## src/scg_pkg.sv

```systemverilog
// shared constants and types of the sleep-mode clock gating block
// assumes a 32-bit AXI4-Lite register bus on the system clock
package scg_pkg;

   // ----------------------------------------------------------------
   // register offsets (byte addresses in the system control space)
   // ----------------------------------------------------------------
   localparam logic [11:0] SCG_OFS_SLEEP_GATE  = 12'h0110;
   localparam logic [11:0] SCG_OFS_IRQ_STATUS  = 12'h0150;
   localparam logic [11:0] SCG_OFS_IRQ_MASK    = 12'h0154;

   // ----------------------------------------------------------------
   // field positions and reset values
   // ----------------------------------------------------------------
   localparam int          SCG_BIT_CONV        = 16;
   localparam int          SCG_BIT_RATE_LO     = 8;
   localparam int          SCG_BIT_FIXED_ONE   = 6;
   localparam int          SCG_BIT_WDOG        = 3;
   localparam logic [31:0] SCG_GATE_RESET      = 32'h0000_0040;
   localparam logic [1:0]  SCG_RATE_250K       = 2'h1;
   localparam logic [1:0]  SCG_RATE_125K       = 2'h0;
   localparam int          SCG_NUM_UNITS       = 2;
   localparam int          SCG_UNIT_CONV       = 0;
   localparam int          SCG_UNIT_WDOG       = 1;

   // ----------------------------------------------------------------
   // bus answers
   // ----------------------------------------------------------------
   localparam logic [1:0]  SCG_RESP_OKAY       = 2'h0;
   localparam logic [1:0]  SCG_RESP_SLVERR     = 2'h2;
   localparam logic [1:0]  SCG_RESP_DECERR     = 2'h3;

   typedef enum logic [1:0] {
      SCG_SEL_NONE,
      SCG_SEL_GATE,
      SCG_SEL_STATUS,
      SCG_SEL_MASK
   } scg_sel_t;

   // writable fields of one gating register
   typedef struct packed {
      logic       conv;
      logic [1:0] rate;
      logic       wdog;
   } scg_gate_t;

   // one access offered to a controlled unit by the fabric
   typedef struct packed {
      logic valid;
      logic write;
   } scg_access_t;

endpackage

```

## src/scg_unit_gate.sv

```systemverilog
// clock enable and access check for one controlled unit
// assumes mode and gating inputs come from logic on the same clock
`timescale 1ns/1ns
module scg_unit_gate (
   input  wire logic              core_clk,
   input  wire logic              arst_n,
   input  wire logic              runEn,
   input  wire logic              sleepEn,
   input  wire logic              deepEn,
   input  wire logic              sleepMode,
   input  wire logic              deepMode,
   input  wire logic              autoGating,
   input  wire scg_pkg::scg_access_t access,
   output logic                   clockEnable_reg,
   output logic                   fault_reg,
   output logic                   okay_reg
);

   logic clockEnable_next;

   // ----------------------------------------------------------------
   // mode selection
   // ----------------------------------------------------------------
   // without auto gating the run setting holds in every mode
   always_comb begin
      clockEnable_next = runEn;                                 // RQ5
      if (autoGating && deepMode) begin                         // RQ6
         clockEnable_next = deepEn;                             // RQ5
      end else if (autoGating && sleepMode) begin               // RQ6
         clockEnable_next = sleepEn;                            // RQ1
      end
   end

   // registered so the downstream clock gate sees a clean level
   always_ff @(posedge core_clk or negedge arst_n) begin
      if (!arst_n) begin
         clockEnable_reg <= 1'b0;                               // RQ4
      end else begin
         clockEnable_reg <= clockEnable_next;                   // RQ2
      end
   end

   // ----------------------------------------------------------------
   // access check: a gated unit answers every access with a fault
   // ----------------------------------------------------------------
   always_ff @(posedge core_clk or negedge arst_n) begin
      if (!arst_n) begin
         fault_reg <= 1'b0;
         okay_reg  <= 1'b0;
      end else begin
         fault_reg <= access.valid && !clockEnable_reg;         // RQ3
         okay_reg  <= access.valid && clockEnable_reg;          // RQ14
      end
   end

endmodule // scg_unit_gate

```

## src/scg_sleep_clock_gating.sv

```systemverilog
// sleep-mode clock gating register with AXI4-Lite slave and fault irq
// assumes mode inputs and the run/deep-sleep gating words are synchronous
// to core_clk; clock enables feed glitch-free clock gates elsewhere
//
// Operation
// RQ1: a set gating bit keeps its unit clocked during sleep.
// RQ2: a clear gating bit stops the unit's clock.
// RQ3: access to a unit whose clock is off ends in a bus fault.
// RQ4: all gating bits reset to zero, units start unclocked.
// RQ5: run word when running, sleep word in sleep, deep word in deep sleep; converter_sample_rate takes the run word in deep sleep.
// RQ6: sleep and deep settings apply only with auto gating selected.
// RQ7: bit 16 is the read-write gating bit of converter 0.
// RQ8: bits 9:8 set converter sample rate, 1 is 250K, 0 is 125K.
// RQ9: bit 3 is the read-write gating bit of the watchdog.
// RQ10: register reads 0x00000040 after reset; reserved bit 6 reads one.
// RQ11: the register decodes at offset 0x110.
// RQ12: software keeps reserved bits and does not depend on them.
// RQ13: software enables a unit's clock before accessing it.
// RQ14: a faulted access errors on its own transfer, write has no effect.
`timescale 1ns/1ns
module scg_sleep_clock_gating #(
   parameter int ADDR_W = 12
) (
   input  wire logic              core_clk,
   input  wire logic              arst_n,
   // axi4-lite slave
   input  wire logic [ADDR_W-1:0] s_axi_awaddr,
   input  wire logic              s_axi_awvalid,
   output logic                   s_axi_awready,
   input  wire logic [31:0]       s_axi_wdata,
   input  wire logic [3:0]        s_axi_wstrb,
   input  wire logic              s_axi_wvalid,
   output logic                   s_axi_wready,
   output logic [1:0]             s_axi_bresp,
   output logic                   s_axi_bvalid,
   input  wire logic              s_axi_bready,
   input  wire logic [ADDR_W-1:0] s_axi_araddr,
   input  wire logic              s_axi_arvalid,
   output logic                   s_axi_arready,
   output logic [31:0]            s_axi_rdata,
   output logic [1:0]             s_axi_rresp,
   output logic                   s_axi_rvalid,
   input  wire logic              s_axi_rready,
   // power mode and the sibling gating words
   input  wire logic              sleepMode,
   input  wire logic              deepSleepMode,
   input  wire logic              auto_gating_select,
   input  wire logic [31:0]       run_clock_gate_reg,
   input  wire logic [31:0]       deepsleep_clock_gate_reg,
   // accesses offered to the controlled units
   input  wire scg_pkg::scg_access_t convAccess,
   input  wire scg_pkg::scg_access_t wdogAccess,
   // unit side
   output logic                   convClockEnable,
   output logic                   watchdog_clock_gate,
   output logic [1:0]             converter_sample_rate,
   output logic                   convAccessFault,
   output logic                   convAccessOkay,
   output logic                   wdogAccessFault,
   output logic                   wdogAccessOkay,
   output logic                   irq
);

   // ----------------------------------------------------------------
   // address decode
   // ----------------------------------------------------------------
   function automatic scg_pkg::scg_sel_t decodeAddr(
      input logic [ADDR_W-1:0] addr
   );
      logic [11:0] ofs;
      ofs = 12'(addr);
      unique case (ofs)
         scg_pkg::SCG_OFS_SLEEP_GATE: decodeAddr = scg_pkg::SCG_SEL_GATE;
         scg_pkg::SCG_OFS_IRQ_STATUS: decodeAddr = scg_pkg::SCG_SEL_STATUS;
         scg_pkg::SCG_OFS_IRQ_MASK:   decodeAddr = scg_pkg::SCG_SEL_MASK;
         default:                     decodeAddr = scg_pkg::SCG_SEL_NONE;
      endcase
   endfunction

   function automatic logic [31:0] gateWord(input scg_pkg::scg_gate_t g);
      logic [31:0] w;
      w = scg_pkg::SCG_GATE_RESET;                              // RQ10
      w[scg_pkg::SCG_BIT_CONV] = g.conv;
      w[scg_pkg::SCG_BIT_RATE_LO +: 2] = g.rate;
      w[scg_pkg::SCG_BIT_WDOG] = g.wdog;
      gateWord = w;
   endfunction

   scg_pkg::scg_gate_t          gate_reg;
   logic [ADDR_W-1:0]           wrAddr_reg;
   logic [31:0]                 wrData_reg;
   logic [3:0]                  wrStrb_reg;
   logic                        awGot_reg;
   logic                        wGot_reg;
   logic [scg_pkg::SCG_NUM_UNITS-1:0] status_reg;
   logic [scg_pkg::SCG_NUM_UNITS-1:0] mask_reg;
   logic [scg_pkg::SCG_NUM_UNITS-1:0] faultEvent;
   logic [scg_pkg::SCG_NUM_UNITS-1:0] okayEvent;
   logic [scg_pkg::SCG_NUM_UNITS-1:0] enableVec;
   logic [scg_pkg::SCG_NUM_UNITS-1:0] runVec;
   logic [scg_pkg::SCG_NUM_UNITS-1:0] sleepVec;
   logic [scg_pkg::SCG_NUM_UNITS-1:0] deepVec;
   scg_pkg::scg_access_t        accessVec [scg_pkg::SCG_NUM_UNITS];
   scg_pkg::scg_sel_t           wrSel;
   logic                        doWrite;
   logic                        doRead;
   logic [31:0]                 wrMerged;

   assign doWrite = awGot_reg && wGot_reg && !s_axi_bvalid;
   assign doRead  = s_axi_arvalid && s_axi_arready;
   assign wrSel   = decodeAddr(wrAddr_reg);

   // byte lanes merge into the current word; reserved bits are dropped
   always_comb begin
      wrMerged = gateWord(gate_reg);
      for (int b = 0; b < 4; b++) begin
         if (wrStrb_reg[b]) begin
            wrMerged[8*b +: 8] = wrData_reg[8*b +: 8];
         end
      end
   end

   // ----------------------------------------------------------------
   // write channels: address and data taken in either order
   // ----------------------------------------------------------------
   always_ff @(posedge core_clk or negedge arst_n) begin
      if (!arst_n) begin
         awGot_reg     <= 1'b0;
         wGot_reg      <= 1'b0;
         s_axi_awready <= 1'b0;
         s_axi_wready  <= 1'b0;
         wrAddr_reg    <= '0;
         wrData_reg    <= '0;
         wrStrb_reg    <= '0;
      end else begin
         if (s_axi_awvalid && s_axi_awready) begin
            awGot_reg  <= 1'b1;
            wrAddr_reg <= s_axi_awaddr;
         end else if (doWrite) begin
            awGot_reg  <= 1'b0;
         end
         if (s_axi_wvalid && s_axi_wready) begin
            wGot_reg   <= 1'b1;
            wrData_reg <= s_axi_wdata;
            wrStrb_reg <= s_axi_wstrb;
         end else if (doWrite) begin
            wGot_reg   <= 1'b0;
         end
         s_axi_awready <= !awGot_reg && !s_axi_awready && !s_axi_bvalid;
         s_axi_wready  <= !wGot_reg && !s_axi_wready && !s_axi_bvalid;
      end
   end

   always_ff @(posedge core_clk or negedge arst_n) begin
      if (!arst_n) begin
         s_axi_bvalid <= 1'b0;
         s_axi_bresp  <= scg_pkg::SCG_RESP_OKAY;
      end else if (doWrite) begin
         s_axi_bvalid <= 1'b1;
         s_axi_bresp  <= (wrSel == scg_pkg::SCG_SEL_NONE) ?
                         scg_pkg::SCG_RESP_DECERR : scg_pkg::SCG_RESP_OKAY;
      end else if (s_axi_bready) begin
         s_axi_bvalid <= 1'b0;
      end
   end

   // ----------------------------------------------------------------
   // sleep gating register
   // ----------------------------------------------------------------
   always_ff @(posedge core_clk or negedge arst_n) begin
      if (!arst_n) begin
         gate_reg <= '0;                                        // RQ4
      end else if (doWrite && wrSel == scg_pkg::SCG_SEL_GATE) begin // RQ11
         gate_reg.conv <= wrMerged[scg_pkg::SCG_BIT_CONV];      // RQ7
         gate_reg.rate <= wrMerged[scg_pkg::SCG_BIT_RATE_LO +: 2]; // RQ8
         gate_reg.wdog <= wrMerged[scg_pkg::SCG_BIT_WDOG];      // RQ9
      end
   end

   // ----------------------------------------------------------------
   // fault status, mask and interrupt
   // ----------------------------------------------------------------
   // a fault in the clearing cycle survives: set wins over clear
   always_ff @(posedge core_clk or negedge arst_n) begin
      if (!arst_n) begin
         status_reg <= '0;
      end else if (doWrite && wrSel == scg_pkg::SCG_SEL_STATUS &&
                   wrStrb_reg[0]) begin
         status_reg <= (status_reg & ~wrData_reg[1:0]) | faultEvent;
      end else begin
         status_reg <= status_reg | faultEvent;
      end
   end

   always_ff @(posedge core_clk or negedge arst_n) begin
      if (!arst_n) begin
         mask_reg <= '0;
      end else if (doWrite && wrSel == scg_pkg::SCG_SEL_MASK &&
                   wrStrb_reg[0]) begin
         mask_reg <= wrData_reg[1:0];
      end
   end

   always_ff @(posedge core_clk or negedge arst_n) begin
      if (!arst_n) begin
         irq <= 1'b0;
      end else begin
         irq <= |((status_reg | faultEvent) & mask_reg);
      end
   end

   // ----------------------------------------------------------------
   // read channel: one cycle from address to data
   // ----------------------------------------------------------------
   always_ff @(posedge core_clk or negedge arst_n) begin
      if (!arst_n) begin
         s_axi_arready <= 1'b0;
         s_axi_rvalid  <= 1'b0;
         s_axi_rdata   <= '0;
         s_axi_rresp   <= scg_pkg::SCG_RESP_OKAY;
      end else begin
         s_axi_arready <= !s_axi_arready && !s_axi_rvalid;
         if (doRead) begin
            s_axi_rvalid <= 1'b1;
            s_axi_rresp  <= scg_pkg::SCG_RESP_OKAY;
            unique case (decodeAddr(s_axi_araddr))
               scg_pkg::SCG_SEL_GATE:   s_axi_rdata <= gateWord(gate_reg);
               scg_pkg::SCG_SEL_STATUS: s_axi_rdata <= {30'h0, status_reg};
               scg_pkg::SCG_SEL_MASK:   s_axi_rdata <= {30'h0, mask_reg};
               scg_pkg::SCG_SEL_NONE: begin
                  s_axi_rdata <= '0;
                  s_axi_rresp <= scg_pkg::SCG_RESP_DECERR;
               end
            endcase
         end else if (s_axi_rready) begin
            s_axi_rvalid <= 1'b0;
         end
      end
   end

   // ----------------------------------------------------------------
   // per-unit enables and access checks
   // ----------------------------------------------------------------
   assign runVec   = {run_clock_gate_reg[scg_pkg::SCG_BIT_WDOG],
                      run_clock_gate_reg[scg_pkg::SCG_BIT_CONV]};
   assign deepVec  = {deepsleep_clock_gate_reg[scg_pkg::SCG_BIT_WDOG],
                      deepsleep_clock_gate_reg[scg_pkg::SCG_BIT_CONV]};
   assign sleepVec = {gate_reg.wdog, gate_reg.conv};
   assign accessVec[scg_pkg::SCG_UNIT_CONV] = convAccess;
   assign accessVec[scg_pkg::SCG_UNIT_WDOG] = wdogAccess;

   for (genvar u = 0; u < scg_pkg::SCG_NUM_UNITS; u++) begin : g_unit
      scg_unit_gate u_gate (
         .core_clk        (core_clk),
         .arst_n          (arst_n),
         .runEn           (runVec[u]),
         .sleepEn         (sleepVec[u]),
         .deepEn          (deepVec[u]),
         .sleepMode       (sleepMode),
         .deepMode        (deepSleepMode),
         .autoGating      (auto_gating_select),
         .access          (accessVec[u]),
         .clockEnable_reg (enableVec[u]),
         .fault_reg       (faultEvent[u]),
         .okay_reg        (okayEvent[u])
      );
   end

   assign convClockEnable     = enableVec[scg_pkg::SCG_UNIT_CONV];
   assign watchdog_clock_gate = enableVec[scg_pkg::SCG_UNIT_WDOG];
   assign convAccessFault     = faultEvent[scg_pkg::SCG_UNIT_CONV];
   assign wdogAccessFault     = faultEvent[scg_pkg::SCG_UNIT_WDOG];
   assign convAccessOkay      = okayEvent[scg_pkg::SCG_UNIT_CONV];
   assign wdogAccessOkay      = okayEvent[scg_pkg::SCG_UNIT_WDOG];

   // rate follows the sleep word in auto-gated sleep and the run word in every other mode, deep sleep included
   always_ff @(posedge core_clk or negedge arst_n) begin
      if (!arst_n) begin
         converter_sample_rate <= scg_pkg::SCG_RATE_125K;
      end else if (auto_gating_select && sleepMode && !deepSleepMode) begin
         converter_sample_rate <= gate_reg.rate;                // RQ8
      end else begin
         converter_sample_rate <=
            run_clock_gate_reg[scg_pkg::SCG_BIT_RATE_LO +: 2];  // RQ5
      end
   end

   // ----------------------------------------------------------------
   // assertions
   // ----------------------------------------------------------------
   logic firstCycle_reg;
   always_ff @(posedge core_clk or negedge arst_n) begin
      if (!arst_n) begin
         firstCycle_reg <= 1'b1;
      end else begin
         firstCycle_reg <= 1'b0;
      end
   end

   property p_sleep_on;
      @(posedge core_clk) disable iff (!arst_n)
      (sleepMode && !deepSleepMode && auto_gating_select && gate_reg.conv)
      |=> convClockEnable;
   endproperty
   a_sleep_on: assert property (p_sleep_on) // RQ1
      else $error("converter not clocked while enabled in sleep");

   property p_sleep_off;
      @(posedge core_clk) disable iff (!arst_n)
      (sleepMode && !deepSleepMode && auto_gating_select && !gate_reg.wdog)
      |=> !watchdog_clock_gate;
   endproperty
   a_sleep_off: assert property (p_sleep_off) // RQ2
      else $error("watchdog clock not stopped in sleep");

   property p_fault;
      @(posedge core_clk) disable iff (!arst_n)
      (wdogAccess.valid && !watchdog_clock_gate)
      |=> (wdogAccessFault && !wdogAccessOkay) ##1 status_reg[1];
   endproperty
   a_fault: assert property (p_fault) // RQ3
      else $error("access to gated watchdog not faulted");

   property p_okay;
      @(posedge core_clk) disable iff (!arst_n)
      (convAccess.valid && convClockEnable)
      |=> (convAccessOkay && !convAccessFault);
   endproperty
   a_okay: assert property (p_okay) // RQ14
      else $error("access to clocked converter faulted");

   property p_reset;
      @(posedge core_clk) disable iff (!arst_n)
      firstCycle_reg |-> (gate_reg == '0 && !convClockEnable);
   endproperty
   a_reset: assert property (p_reset) // RQ4
      else $error("gating state not cleared by reset");

   property p_run;
      @(posedge core_clk) disable iff (!arst_n)
      (!auto_gating_select || (!sleepMode && !deepSleepMode))
      |=> (watchdog_clock_gate == $past(run_clock_gate_reg[3]));
   endproperty
   a_run: assert property (p_run) // RQ6
      else $error("run gating not applied");

   property p_write_gate;
      @(posedge core_clk) disable iff (!arst_n)
      (doWrite && wrSel == scg_pkg::SCG_SEL_GATE && wrStrb_reg == 4'hf)
      |=> (gate_reg.conv == $past(wrData_reg[16]) &&
           gate_reg.wdog == $past(wrData_reg[3]));
   endproperty
   a_write_gate: assert property (p_write_gate) // RQ7
      else $error("gating bits not written");

   property p_write_rate;
      @(posedge core_clk) disable iff (!arst_n)
      (doWrite && wrSel == scg_pkg::SCG_SEL_GATE && wrStrb_reg[1])
      |=> (gate_reg.rate == $past(wrData_reg[9:8]));
   endproperty
   a_write_rate: assert property (p_write_rate) // RQ8
      else $error("rate field not written");

   property p_read_gate;
      @(posedge core_clk) disable iff (!arst_n)
      (doRead && s_axi_araddr == ADDR_W'(scg_pkg::SCG_OFS_SLEEP_GATE))
      |=> (s_axi_rvalid && s_axi_rdata[6] && s_axi_rdata[31:17] == '0 &&
           s_axi_rresp == scg_pkg::SCG_RESP_OKAY);
   endproperty
   a_read_gate: assert property (p_read_gate) // RQ10
      else $error("gating word read back wrong");

   property p_decode;
      @(posedge core_clk) disable iff (!arst_n)
      (doWrite && wrSel == scg_pkg::SCG_SEL_NONE)
      |=> (s_axi_bvalid && s_axi_bresp == scg_pkg::SCG_RESP_DECERR &&
           $stable(gate_reg));
   endproperty
   a_decode: assert property (p_decode) // RQ11
      else $error("unmapped write not refused");

   c_sleep_gate: cover property (@(posedge core_clk) disable iff (!arst_n)
      sleepMode && auto_gating_select ##1 convClockEnable);
   c_fault_irq: cover property (@(posedge core_clk) disable iff (!arst_n)
      convAccessFault ##1 irq);
   c_write: cover property (@(posedge core_clk) disable iff (!arst_n)
      doWrite && wrSel == scg_pkg::SCG_SEL_GATE);

endmodule // scg_sleep_clock_gating

```

## config.mk

```make
export PLATFORM = sky130hd
export DESIGN_NAME = scg_sleep_clock_gating
export DESIGN_NICKNAME = d
export VERILOG_FILES = /design/src/scg_pkg.sv /design/src/scg_unit_gate.sv /design/src/scg_sleep_clock_gating.sv
export SDC_FILE = /design/constraint.sdc
export NUM_CORES = 1
export LEC_CHECK = 0
export BUFFER_PORTS_ARGS = -buffer_cell sky130_fd_sc_hd__buf_2
export CAP_MARGIN = 20
export CORE_AREA = 2 2 80 82
export CTS_CLUSTER_SIZE = 24
export DETAILED_ROUTE_END_ITERATION = 16
export DIE_AREA = 0 0 82 84
export PLACE_DENSITY = 0.8
export RECOVER_POWER = 25
export SETUP_SLACK_MARGIN = 0.4
export SLEW_MARGIN = 20
export SYNTH_ARGS = -nofsm -noshare
export SYNTH_HDL_FRONTEND = slang
export SYNTH_SLANG_ARGS = --single-unit
```

## constraint.sdc

```tcl
create_clock -name core_clk -period 2.6 [get_ports core_clk]
set_clock_uncertainty 0.1 [all_clocks]
set_input_delay 0.39 -clock core_clk [delete_from_list [all_inputs] [get_ports core_clk]]
set_output_delay 0.39 -clock core_clk [all_outputs]
set_load 0.01 [all_outputs]
```

=== Word-level counts from Yosys, hierarchy flattened ===
Index checks and enable logic that the tools add are counted.

* Flip-flop bits (word level): 92
* Input port bits: 138
* Output and inout bits: 50
* Word-level logic and storage cells: 104

* Equality and inequality tests: 12
* Mux-type cells: 19
* Bitwise gates (word level): 5
* Reduce and logical (&&, ||, !) cells: 42

{| class="wikitable"
|+ Operator list
! kind !! count
|-
| 32-bit case mux with 4 select lines || 1
|-
| 12-bit by 9-bit == test with 1-bit output, second input constant || 6
|-
| 1-bit logical AND || 22
|-
| 2-bit case mux with 3 select lines || 2
|-
| 1-bit 2-to-1 mux || 11
|-
| 1-bit zero test || 10
|-
| 2-bit 2-to-1 mux || 5
|-
| 2-bit == test, second input constant || 4
|-
| 2-bit nonzero test || 4
|-
| 2-bit AND reduction || 3
|-
| 2-bit AND || 2
|-
| 2-bit by 1-bit == test with 1-bit output, second input constant || 2
|-
| 2-bit zero test || 2
|-
| 2-bit OR || 2
|-
| 2-bit inverter || 1
|-
| 2-bit OR reduction || 1
|}

=== Depth between registers and ports, before layout ===
Gate-level depths: netlist (run 1).

* Depth in word-level cells: 6
* Gate-level depth with buffers: 5
* Depth with buffers taken out: 4

=== Modules after synthesis ===
Synthesis (run 1) repeated with hierarchy kept, for this count alone.

* Cell total of the unflattened synthesis: 187
* Area total of the unflattened synthesis: 2421.1 sq um

{| class="wikitable"
|+ Modules (own cells, without submodules)
! module !! instances !! cells each !! area each (sq um) !! seq. area each (sq um)
|-
| scg_sleep_clock_gating || 1 || 167 || 2153.3 || 1201.2
|-
| scg_unit_gate || 2 || 10 || 133.9 || 75.1
|}

=== Least setup slack after synthesis (run 1) ===
No wires, ideal clock.

* Path type: register to register
* Start point: register s_axi_bvalid
* End point: register mask_reg[0] (netlist bit)
* Library setup time: 0.125 ns
* Arrival time: 1.398 ns
* Setup slack: 0.977 ns
* Stages on the path, launching flop included: 6
* Clock period less this slack: 1.623 ns
* Cells stage by stage: dfrtp_1 -> nand3b_4 -> and4b_1 -> buf_6 -> nand4_4 -> mux2_4

* Word-level cells in the longest chain between the ends: 4

{| class="wikitable"
|+ Ends and longest elaborated chain
! what !! line !! text
|-
| from (decl) || scg_sleep_clock_gating.sv:35 || <nowiki>output logic s_axi_bvalid,</nowiki>
|-
| from (signal assigned) || scg_sleep_clock_gating.sv:156 || <nowiki>s_axi_bvalid <= 1'b0;</nowiki>
|-
| from (signal assigned) || scg_sleep_clock_gating.sv:159 || <nowiki>s_axi_bvalid <= 1'b1;</nowiki>
|-
| from (signal assigned) || scg_sleep_clock_gating.sv:163 || <nowiki>s_axi_bvalid <= 1'b0;</nowiki>
|-
| 1-bit zero test || scg_sleep_clock_gating.sv:109 || <nowiki>assign doWrite = awGot_reg && wGot_reg && !s_axi_bvalid;</nowiki>
|-
| 1-bit logical AND || scg_sleep_clock_gating.sv:109 ||
|-
| 1-bit logical AND (2 in a row) || scg_sleep_clock_gating.sv:198 || <nowiki>end else if (doWrite && wrSel == scg_pkg::SCG_SEL_MASK &&</nowiki>
|-
| to (signal assigned) || scg_sleep_clock_gating.sv:200 || <nowiki>mask_reg <= wrData_reg[1:0];</nowiki>
|-
| to (decl) || scg_sleep_clock_gating.sv:96 || <nowiki>logic [scg_pkg::SCG_NUM_UNITS-1:0] mask_reg;</nowiki>
|}

No other way between the ends.
A chain may end at the register's enable or synchronous reset.

=== Worst setup path in the final report (run 1) ===
* Start point: register wrAddr_reg[0]
* End point: register mask_reg[0] (netlist bit)

* Word-level cells in the longest chain between the ends: 5
* Elaborated cells on any way between the ends: 7
* Classes of those cells: eq/ne (4); mux (1); reduce/logical (2)

{| class="wikitable"
|+ Ends and longest elaborated chain
! what !! line !! text
|-
| from (decl) || scg_sleep_clock_gating.sv:90 || <nowiki>logic [ADDR_W-1:0] wrAddr_reg;</nowiki>
|-
| from (signal assigned) || scg_sleep_clock_gating.sv:138 || <nowiki>wrAddr_reg <= s_axi_awaddr;</nowiki>
|-
| 12-bit by 9-bit == test with 1-bit output || scg_sleep_clock_gating.sv:72 || <nowiki>unique case (ofs)</nowiki>
|-
| 2-bit case mux with 3 select lines * || scg_sleep_clock_gating.sv:72 ||
|-
| 2-bit == test * || scg_sleep_clock_gating.sv:198 ||
|-
| 1-bit logical AND * (2 in a row) || scg_sleep_clock_gating.sv:198 ||
|}

Mark *: on every way between the ends. The rest lies on a longest branch, timed or not.

==> results of run 1 <==
==> per-layer routing <==
metal / GRT usage / vias to the layer above / share of wire
met4: 0.0364 / 0 / 0.0089
met1: 0.164 / 721 / 0.42
met5: 0 / - / 0
li1: - / 737 / -
met2: 0.208 / 64 / 0.49
met3: 0.0476 / 3 / 0.082
==> cells in the final DEF, fill, tap and decap left out, types with 3 or more instances in the layout <==
cell,count
nor2b_1,6
mux2_2,26
a21o_1,3
buf_2,74
inv_1,4
clkbuf_8,6
a22o_1,8
dfrtp_1,54
conb_1,25
nand2_1,11
o21ai_0,7
nor2_1,3
==> synth_stat cells, types with 3 or more instances <==
master,count,area [um2]
inv_1,4,15.0
a21o_1,3,22.5
buf_4,27,203
nor2b_1,6,37.5
nand2_1,11,41.3
nor2_1,3,11.3
a22o_1,8,70.1
mux2_2,26,293
dfrtp_1,54,1350
o21ai_0,7,35.0
==> power by group through the flow <==
stage / clock network, uW / logic, uW / registers, uW
2_1_floorplan: 0 / 391 / 1260
3_3_place_gp: 0 / 520 / 1270
3_5_place_dp: 0 / 536 / 1280
4_1_cts: 576 / 537 / 1270
5_1_grt: 606 / 585 / 1300
6_report: 558 / 525 / 1270
==> per-stage QoR <==
step	cells	setup slack [ps]	hold WS (ps)	area (um2)
2_1_floorplan	206	977	-5.59	2460
3_3_place_gp	330	792	329	2720
3_5_place_dp	330	733	330	2720
4_1_cts	337	721	25.5	2840
5_1_grt	337	673	158	2840
6_report	337	759	157	2840
==> layout make-up <==
class,count,share of cell area
clock buffer,6,0.0291
clock inverter,1,0.0106
inverter,4,0.00530
multi-input combinational,118,0.307
sequential,54,0.477
tap,77,0.0340
timing repair buffer,77,0.137
==> worst paths after layout <==
path	startpoint	end	slack, ps
setup / recovery	wrAddr_reg[0]$_DFFE_PN0P_	mask_reg[0]$_DFFE_PN0P_	760
hold / removal	s_axi_rready	s_axi_rvalid$_DFFE_PN0P_	160
setup reg to reg	wrAddr_reg[0]$_DFFE_PN0P_	mask_reg[0]$_DFFE_PN0P_	760
hold reg to reg	s_axi_arready$_DFF_PN0_	s_axi_arready$_DFF_PN0_	340
max in group asynchronous	arst_n	wrAddr_reg[7]$_DFFE_PN0P_	1070
min in group asynchronous	arst_n	gate_reg[1]$_DFFE_PN0P_	360
==> cells by family (layout without fill, tap and decap cells) <==
group | count (synthesis) | count (layout) | share of synthesized area
compound gates | 22 | 22 | 0.0623
buf+inv | 34 | 88 | 0.0998
flops | 54 | 54 | 0.571
mux | 31 | 31 | 0.149
other cells | 1 | 25 | 0.00158
simple gates | 40 | 40 | 0.116
==> results.toml, run 1 <==
[outcome]
status = "complete, but fails checks"
violations = "capacitance limit, slew limit"

[critical_path]
cp-end-kind = "flip-flop"
start_kind = "flip-flop"
crit_slowest_cell = "and4b_1"
crit_buf_inv = 0
required_ps = 2690
worstPathCellList = "nor4b_2 > and4b_1 > nand4_4 > mux2_4"
critPathKind = "reg -> reg"
cpPeakStageDelay_ps = 450
crit_family = "simple AND/OR/NAND/NOR gates"
worstPathMaxFanout = 7
cp.arrival_ps = 1930
cp.depth = 4
r2r_cells = 4

[grt]
grt_max_degree = 31
grt_overflow = 0
first_global_vias = 1441
grtUsageTotal = 0.130
grt_first_pass_wirelength_um = 6810
antenna_found_initial = 0

[clock_network]
clockRootBuffer = "clkbuf_8"
cts.sinks = 54
insertion_delay_ps = 300
cts_setup_buffers = 0
cts.htree.levels = 2
numCtsBuffers = 5
cts_tree = "yes"
cts_buffer_depth = 2
hold_buffers = 0
postCtsResizedCells = 0
clk_pin_slew_worst_paths_ps = 90

[floorplanning]
initial_core_util = 0.389
dieHeight_um = 84
die_area_um2 = 6890
die_w_um = 82
ioPinCount = 188
fp.coreArea_um2 = 6100
num_rows = 29

[power_and_ir_drop]
p_leak_uw = 0.00145
p_clk_frac = 0.237
peakVddDrop_mv = 0.687
p_switching_uw = 670
combPwrFrac = 0.224
seqPwrFrac = 0.539
p_int_uw = 1680
power.density_nw_per_um2 = 829
p_total_uw = 2350
p_sw_frac = 0.285

[placed_design]
dpl.hpwl_um = 3430
gp_congestion = 0.856
port_buffers = 75

[sta]
grt_setup_unrepaired = "no"
fin_crit_ps = 1840
period_share = 0.708
setup_violations = 0
slew_headroom = -0.0448
timing.fmax_ghz = 0.543
finalHoldViolations = 0
worst_slew_pin_slew_ps = 1570
slew_viol_final = 31
finalSetupTns_ps = 0

[synthesis]
ys_ff_latch = 54
yosys_warnings = 0
syn_avg_cell_area_um2 = 13.0
synth_edf_count = 0
synth_seq_area_share = 0.571
synth.distinct_cells = 34
async_reset_ff_frac = 1.00
synth_ff_type = "dfrtp_1"
synthCells = 182
netlist_area_um2 = 2370

[layout]
areaGrowthSynthToFinish_pct = 19.7
ff_latch_area_um2 = 1350
final_core_util = 0.465
nets = 398
largest_register_ffs = 12
multi_input_area_um2 = 871
drive_gt1_frac = 0.450
num_antenna_cells = 0
fill_cells = 589

[route]
avgViaCountPerCell = 4.53
postRouteAntennaNets = 0
drc = 0
drt-initial-drc-count = 52
drt_wl_total_um = 4290
vias = 1525
wl_per_cell_um = 12.7
dr.pass1.iters = 4

[hold_path]
hold_depth = 2
hold_class = "in -> reg"

[run]
maxCapViolations = 1
(Power assumes the default switching activity.)
==> inputs of run 2 (changes only) <==
--- a/config.mk
+++ b/config.mk
@@ -5,13 +5,14 @@
 export SDC_FILE = /design/constraint.sdc
 export NUM_CORES = 1
 export LEC_CHECK = 0
+export ABC_AREA = 1
 export BUFFER_PORTS_ARGS = -buffer_cell sky130_fd_sc_hd__buf_2
 export CAP_MARGIN = 20
-export CORE_AREA = 2 2 80 82
+export CORE_AREA = 2 2 84 86
 export CTS_CLUSTER_SIZE = 24
 export DETAILED_ROUTE_END_ITERATION = 16
-export DIE_AREA = 0 0 82 84
-export PLACE_DENSITY = 0.8
+export DIE_AREA = 0 0 86 88
+export PLACE_DENSITY = 0.79
 export RECOVER_POWER = 25
 export SETUP_SLACK_MARGIN = 0.4
 export SLEW_MARGIN = 20
==> constraint.sdc (replaced) <==
create_clock -name core_clk -period 1.78 [get_ports core_clk]
set_clock_uncertainty 0.1 [all_clocks]
set_input_delay 0.267 -clock core_clk [delete_from_list [all_inputs] [get_ports core_clk]]
set_output_delay 0.267 -clock core_clk [all_outputs]
set_load 0.01 [all_outputs]
==> run 2 against run 1 <==
Sequential share of layout area is 5.6 points lower. Non-clock buffer count is 10 higher. Register-to-register slack worse by 310 ps. The flow now finishes without violations. Critical path type unchanged. Clock power grew 27%. Utilization grew 1.9 points. Via count is 43% higher. Cell count grew 42%. Synthesized area up 12%. Global-route usage rose by 2.4 points. Critical path depth grew 2.
==> results.toml, run 2 <==
[synthesis]
yosys.area.top_type = "dfrtp_1"
yosysMostFrequentCell = "nand2_1"
synth_seq_area_share = 0.508
yosysTopAreaCellShare = 0.508
ys_ff_latch = 54
synthTopCellsByCount = "nand2_1 (69), dfrtp_1 (54), nor2_1 (43)"
syn_avg_cell_area_um2 = 8.55
synth_edf_count = 0
synth_area_leaders = "dfrtp_1 (51%), nand2_1 (9.7%), buf_4 (7.9%)"
async_reset_ff_frac = 1.00
synthCells = 311
yosys_warnings = 0
synth.distinct_cells = 25
synth_ff_type = "dfrtp_1"
netlist_area_um2 = 2660

[placed_design]
dp_cells = 462
gp_congestion = 0.732
dpl.hpwl_um = 4170
port_buffers = 75

[critical_path]
crit_buf_inv = 0
cp.arrival_ps = 1430
worstPathMaxFanout = 4
required_ps = 1880
start_kind = "flip-flop"
worstPathCellList = "nor2_2 > nand2_2 > nor2_4 > nand4_1 > nand2_1 > nand2_1"
crit_family = "simple AND/OR/NAND/NOR gates"
cpPeakStageDelay_ps = 400
crit_slowest_cell = "dfrtp_1"
cp-end-kind = "flip-flop"
critPathKind = "reg -> reg"
cpMostUsedCell = "nand2_1"

[power_and_ir_drop]
peakVddDrop_mv = 0.958
p_leak_uw = 0.00174
power.density_nw_per_um2 = 1150

[route]
avgViaCountPerCell = 4.57
wl_per_cell_um = 11.6
top_layer_used = "met4"
postRouteAntennaNets = 0
wl_met1_um = 2330
drt-initial-drc-count = 86
drt_wl_total_um = 5530
dr.pass1.iters = 4
drc = 0
dr_wl_met3_um = 296
routed-wl-met2_um = 2800
vias = 2179

[sta]
slew_viol_final = 0
hold_slack_ps = 34.0
setup_violations = 0
worst_slew_pin_slew_ps = 728
timing.fmax_ghz = 0.754
finalHoldViolations = 0
grt_setup_unrepaired = "yes"
finalSetupTns_ps = 0
slew_headroom = 0.515
period_share = 0.745
fin_crit_ps = 1330

[clock_network]
numCtsBuffers = 5
cts_tree = "yes"
insertion_delay_ps = 310
clk_pin_slew_worst_paths_ps = 100
cts_buffer_depth = 2
cts.htree.levels = 2
cts.sinks = 54
clockRootBuffer = "clkbuf_8"

[floorplanning]
num_rows = 30
ioPinCount = 188
initial_core_util = 0.400
die_area_um2 = 7570
dieHeight_um = 88
die_w_um = 86
fp.coreArea_um2 = 6640

[run]
maxCapViolations = 0

[grt]
antenna_found_initial = 0
first_global_vias = 2133
grt_overflow = 0
grt_first_pass_wirelength_um = 9230
grt_max_degree = 55
grtUsageTotal = 0.154

[layout]
instances_no_fill = 477
largest_register_ffs = 12
final_cell_mix = "buf_2 (75), nand2_1 (65), dfrtp_1 (54)"
final_common_cell = "buf_2"
nets = 534
num_antenna_cells = 0
areaGrowthSynthToFinish_pct = 20.9
drive_gt1_frac = 0.315

[outcome]
status = "finished, final reports clean"

[hold_path]
hold_class = "in -> reg"
-- run 2: cell count changes in the layout (fill, tap and decap cells not counted), sizes merged, moves of 10 or more --
| cell | delta |
|---|---|
| nand2 | +58 |
| nand4 | +11 |
| mux2 | -17 |
| nor2 | +43 |
| nand3 | +10 |
| inv | +33 |
-- run 2: path summary, 6_finish.rpt --
path                                                         endpoint                                        from  slack (ps)  cells after the start
min reg2reg                      g_unit[0].u_gate.fault_reg$_DFF_PN0_  g_unit[0].u_gate.clockEnable_reg$_DFF_PN0_         340                      1
max in group asynchronous  g_unit[1].u_gate.clockEnable_reg$_DFF_PN0_                                      arst_n         540                      3
max reg2reg                                   gate_reg[2]$_DFFE_PN0P_                   wrAddr_reg[0]$_DFFE_PN0P_         450                      6
min                                          s_axi_rvalid$_DFFE_PN0P_                                s_axi_rready          30                      2
max                                           gate_reg[2]$_DFFE_PN0P_                   wrAddr_reg[0]$_DFFE_PN0P_         450                      6
min in group asynchronous                   wrAddr_reg[5]$_DFFE_PN0P_                                      arst_n         550                      3
-- run 2: power breakdown --
| group | switching [uW] | leakage [uW] | internal (uW) |
|---|---|---|---|
| combinational | 632 | 0.00104 | 507 |
| clock | 398 | 0.0000472 | 313 |
| sequential | 270 | 0.000658 | 1570 |
-- run 2: layer usage --
layer | up-vias | GRT usage
li1 | 1105 | -
met1 | 1001 | 0.179
met2 | 67 | 0.278
met3 | 6 | 0.0273
met4 | 0 | 0.0649
met5 | - | 0
-- run 2: final cells by class --
cell class	instances	area, um2
Fill cell	625	3430
Timing Repair Buffer	87	475
Clock buffer	6	82.6
Clock inverter	2	12.5
Inverter	37	141
Multi-Input combinational cell	211	1050
Tap cell	80	100
Sequential cell	54	1350
-- run 2: stage by stage --
| stage | cell area [um2] | setup WS, ps | util | total power, uW |
|---|---|---|---|---|
| 5_1_grt | 3220 | 346 | 0.484 | 3950 |
| 6_report | 3220 | 453 | 0.484 | 3690 |
| 4_1_cts | 3140 | 417 | 0.473 | 3580 |
| 2_1_floorplan | 2750 | 532 | - | 2560 |
| 3_3_place_gp | 3040 | 417 | 0.457 | 2800 |
| 3_5_place_dp | 3040 | 375 | 0.457 | 2870 |
-- run 2: repair_timing --
item | 4_1_cts | 5_1_grt
buffers inserted | 0 | 6
endpoints found under the hold margin | 54 | 0
pin swaps | 0 | 12
resized for setup | 1 | 17
hold buffers | 1 | 0
setup endpoints to repair | 2 | 11
-- run 2: logic make-up after synthesis --
kind of cell	after synthesis	synth area share
and+or+nand+nor	149	0.246
buffers and inverters	70	0.142
other	1	0.00141
muxes	12	0.0508
DFF	54	0.508
AOI/OAI and AO/OA	25	0.0513
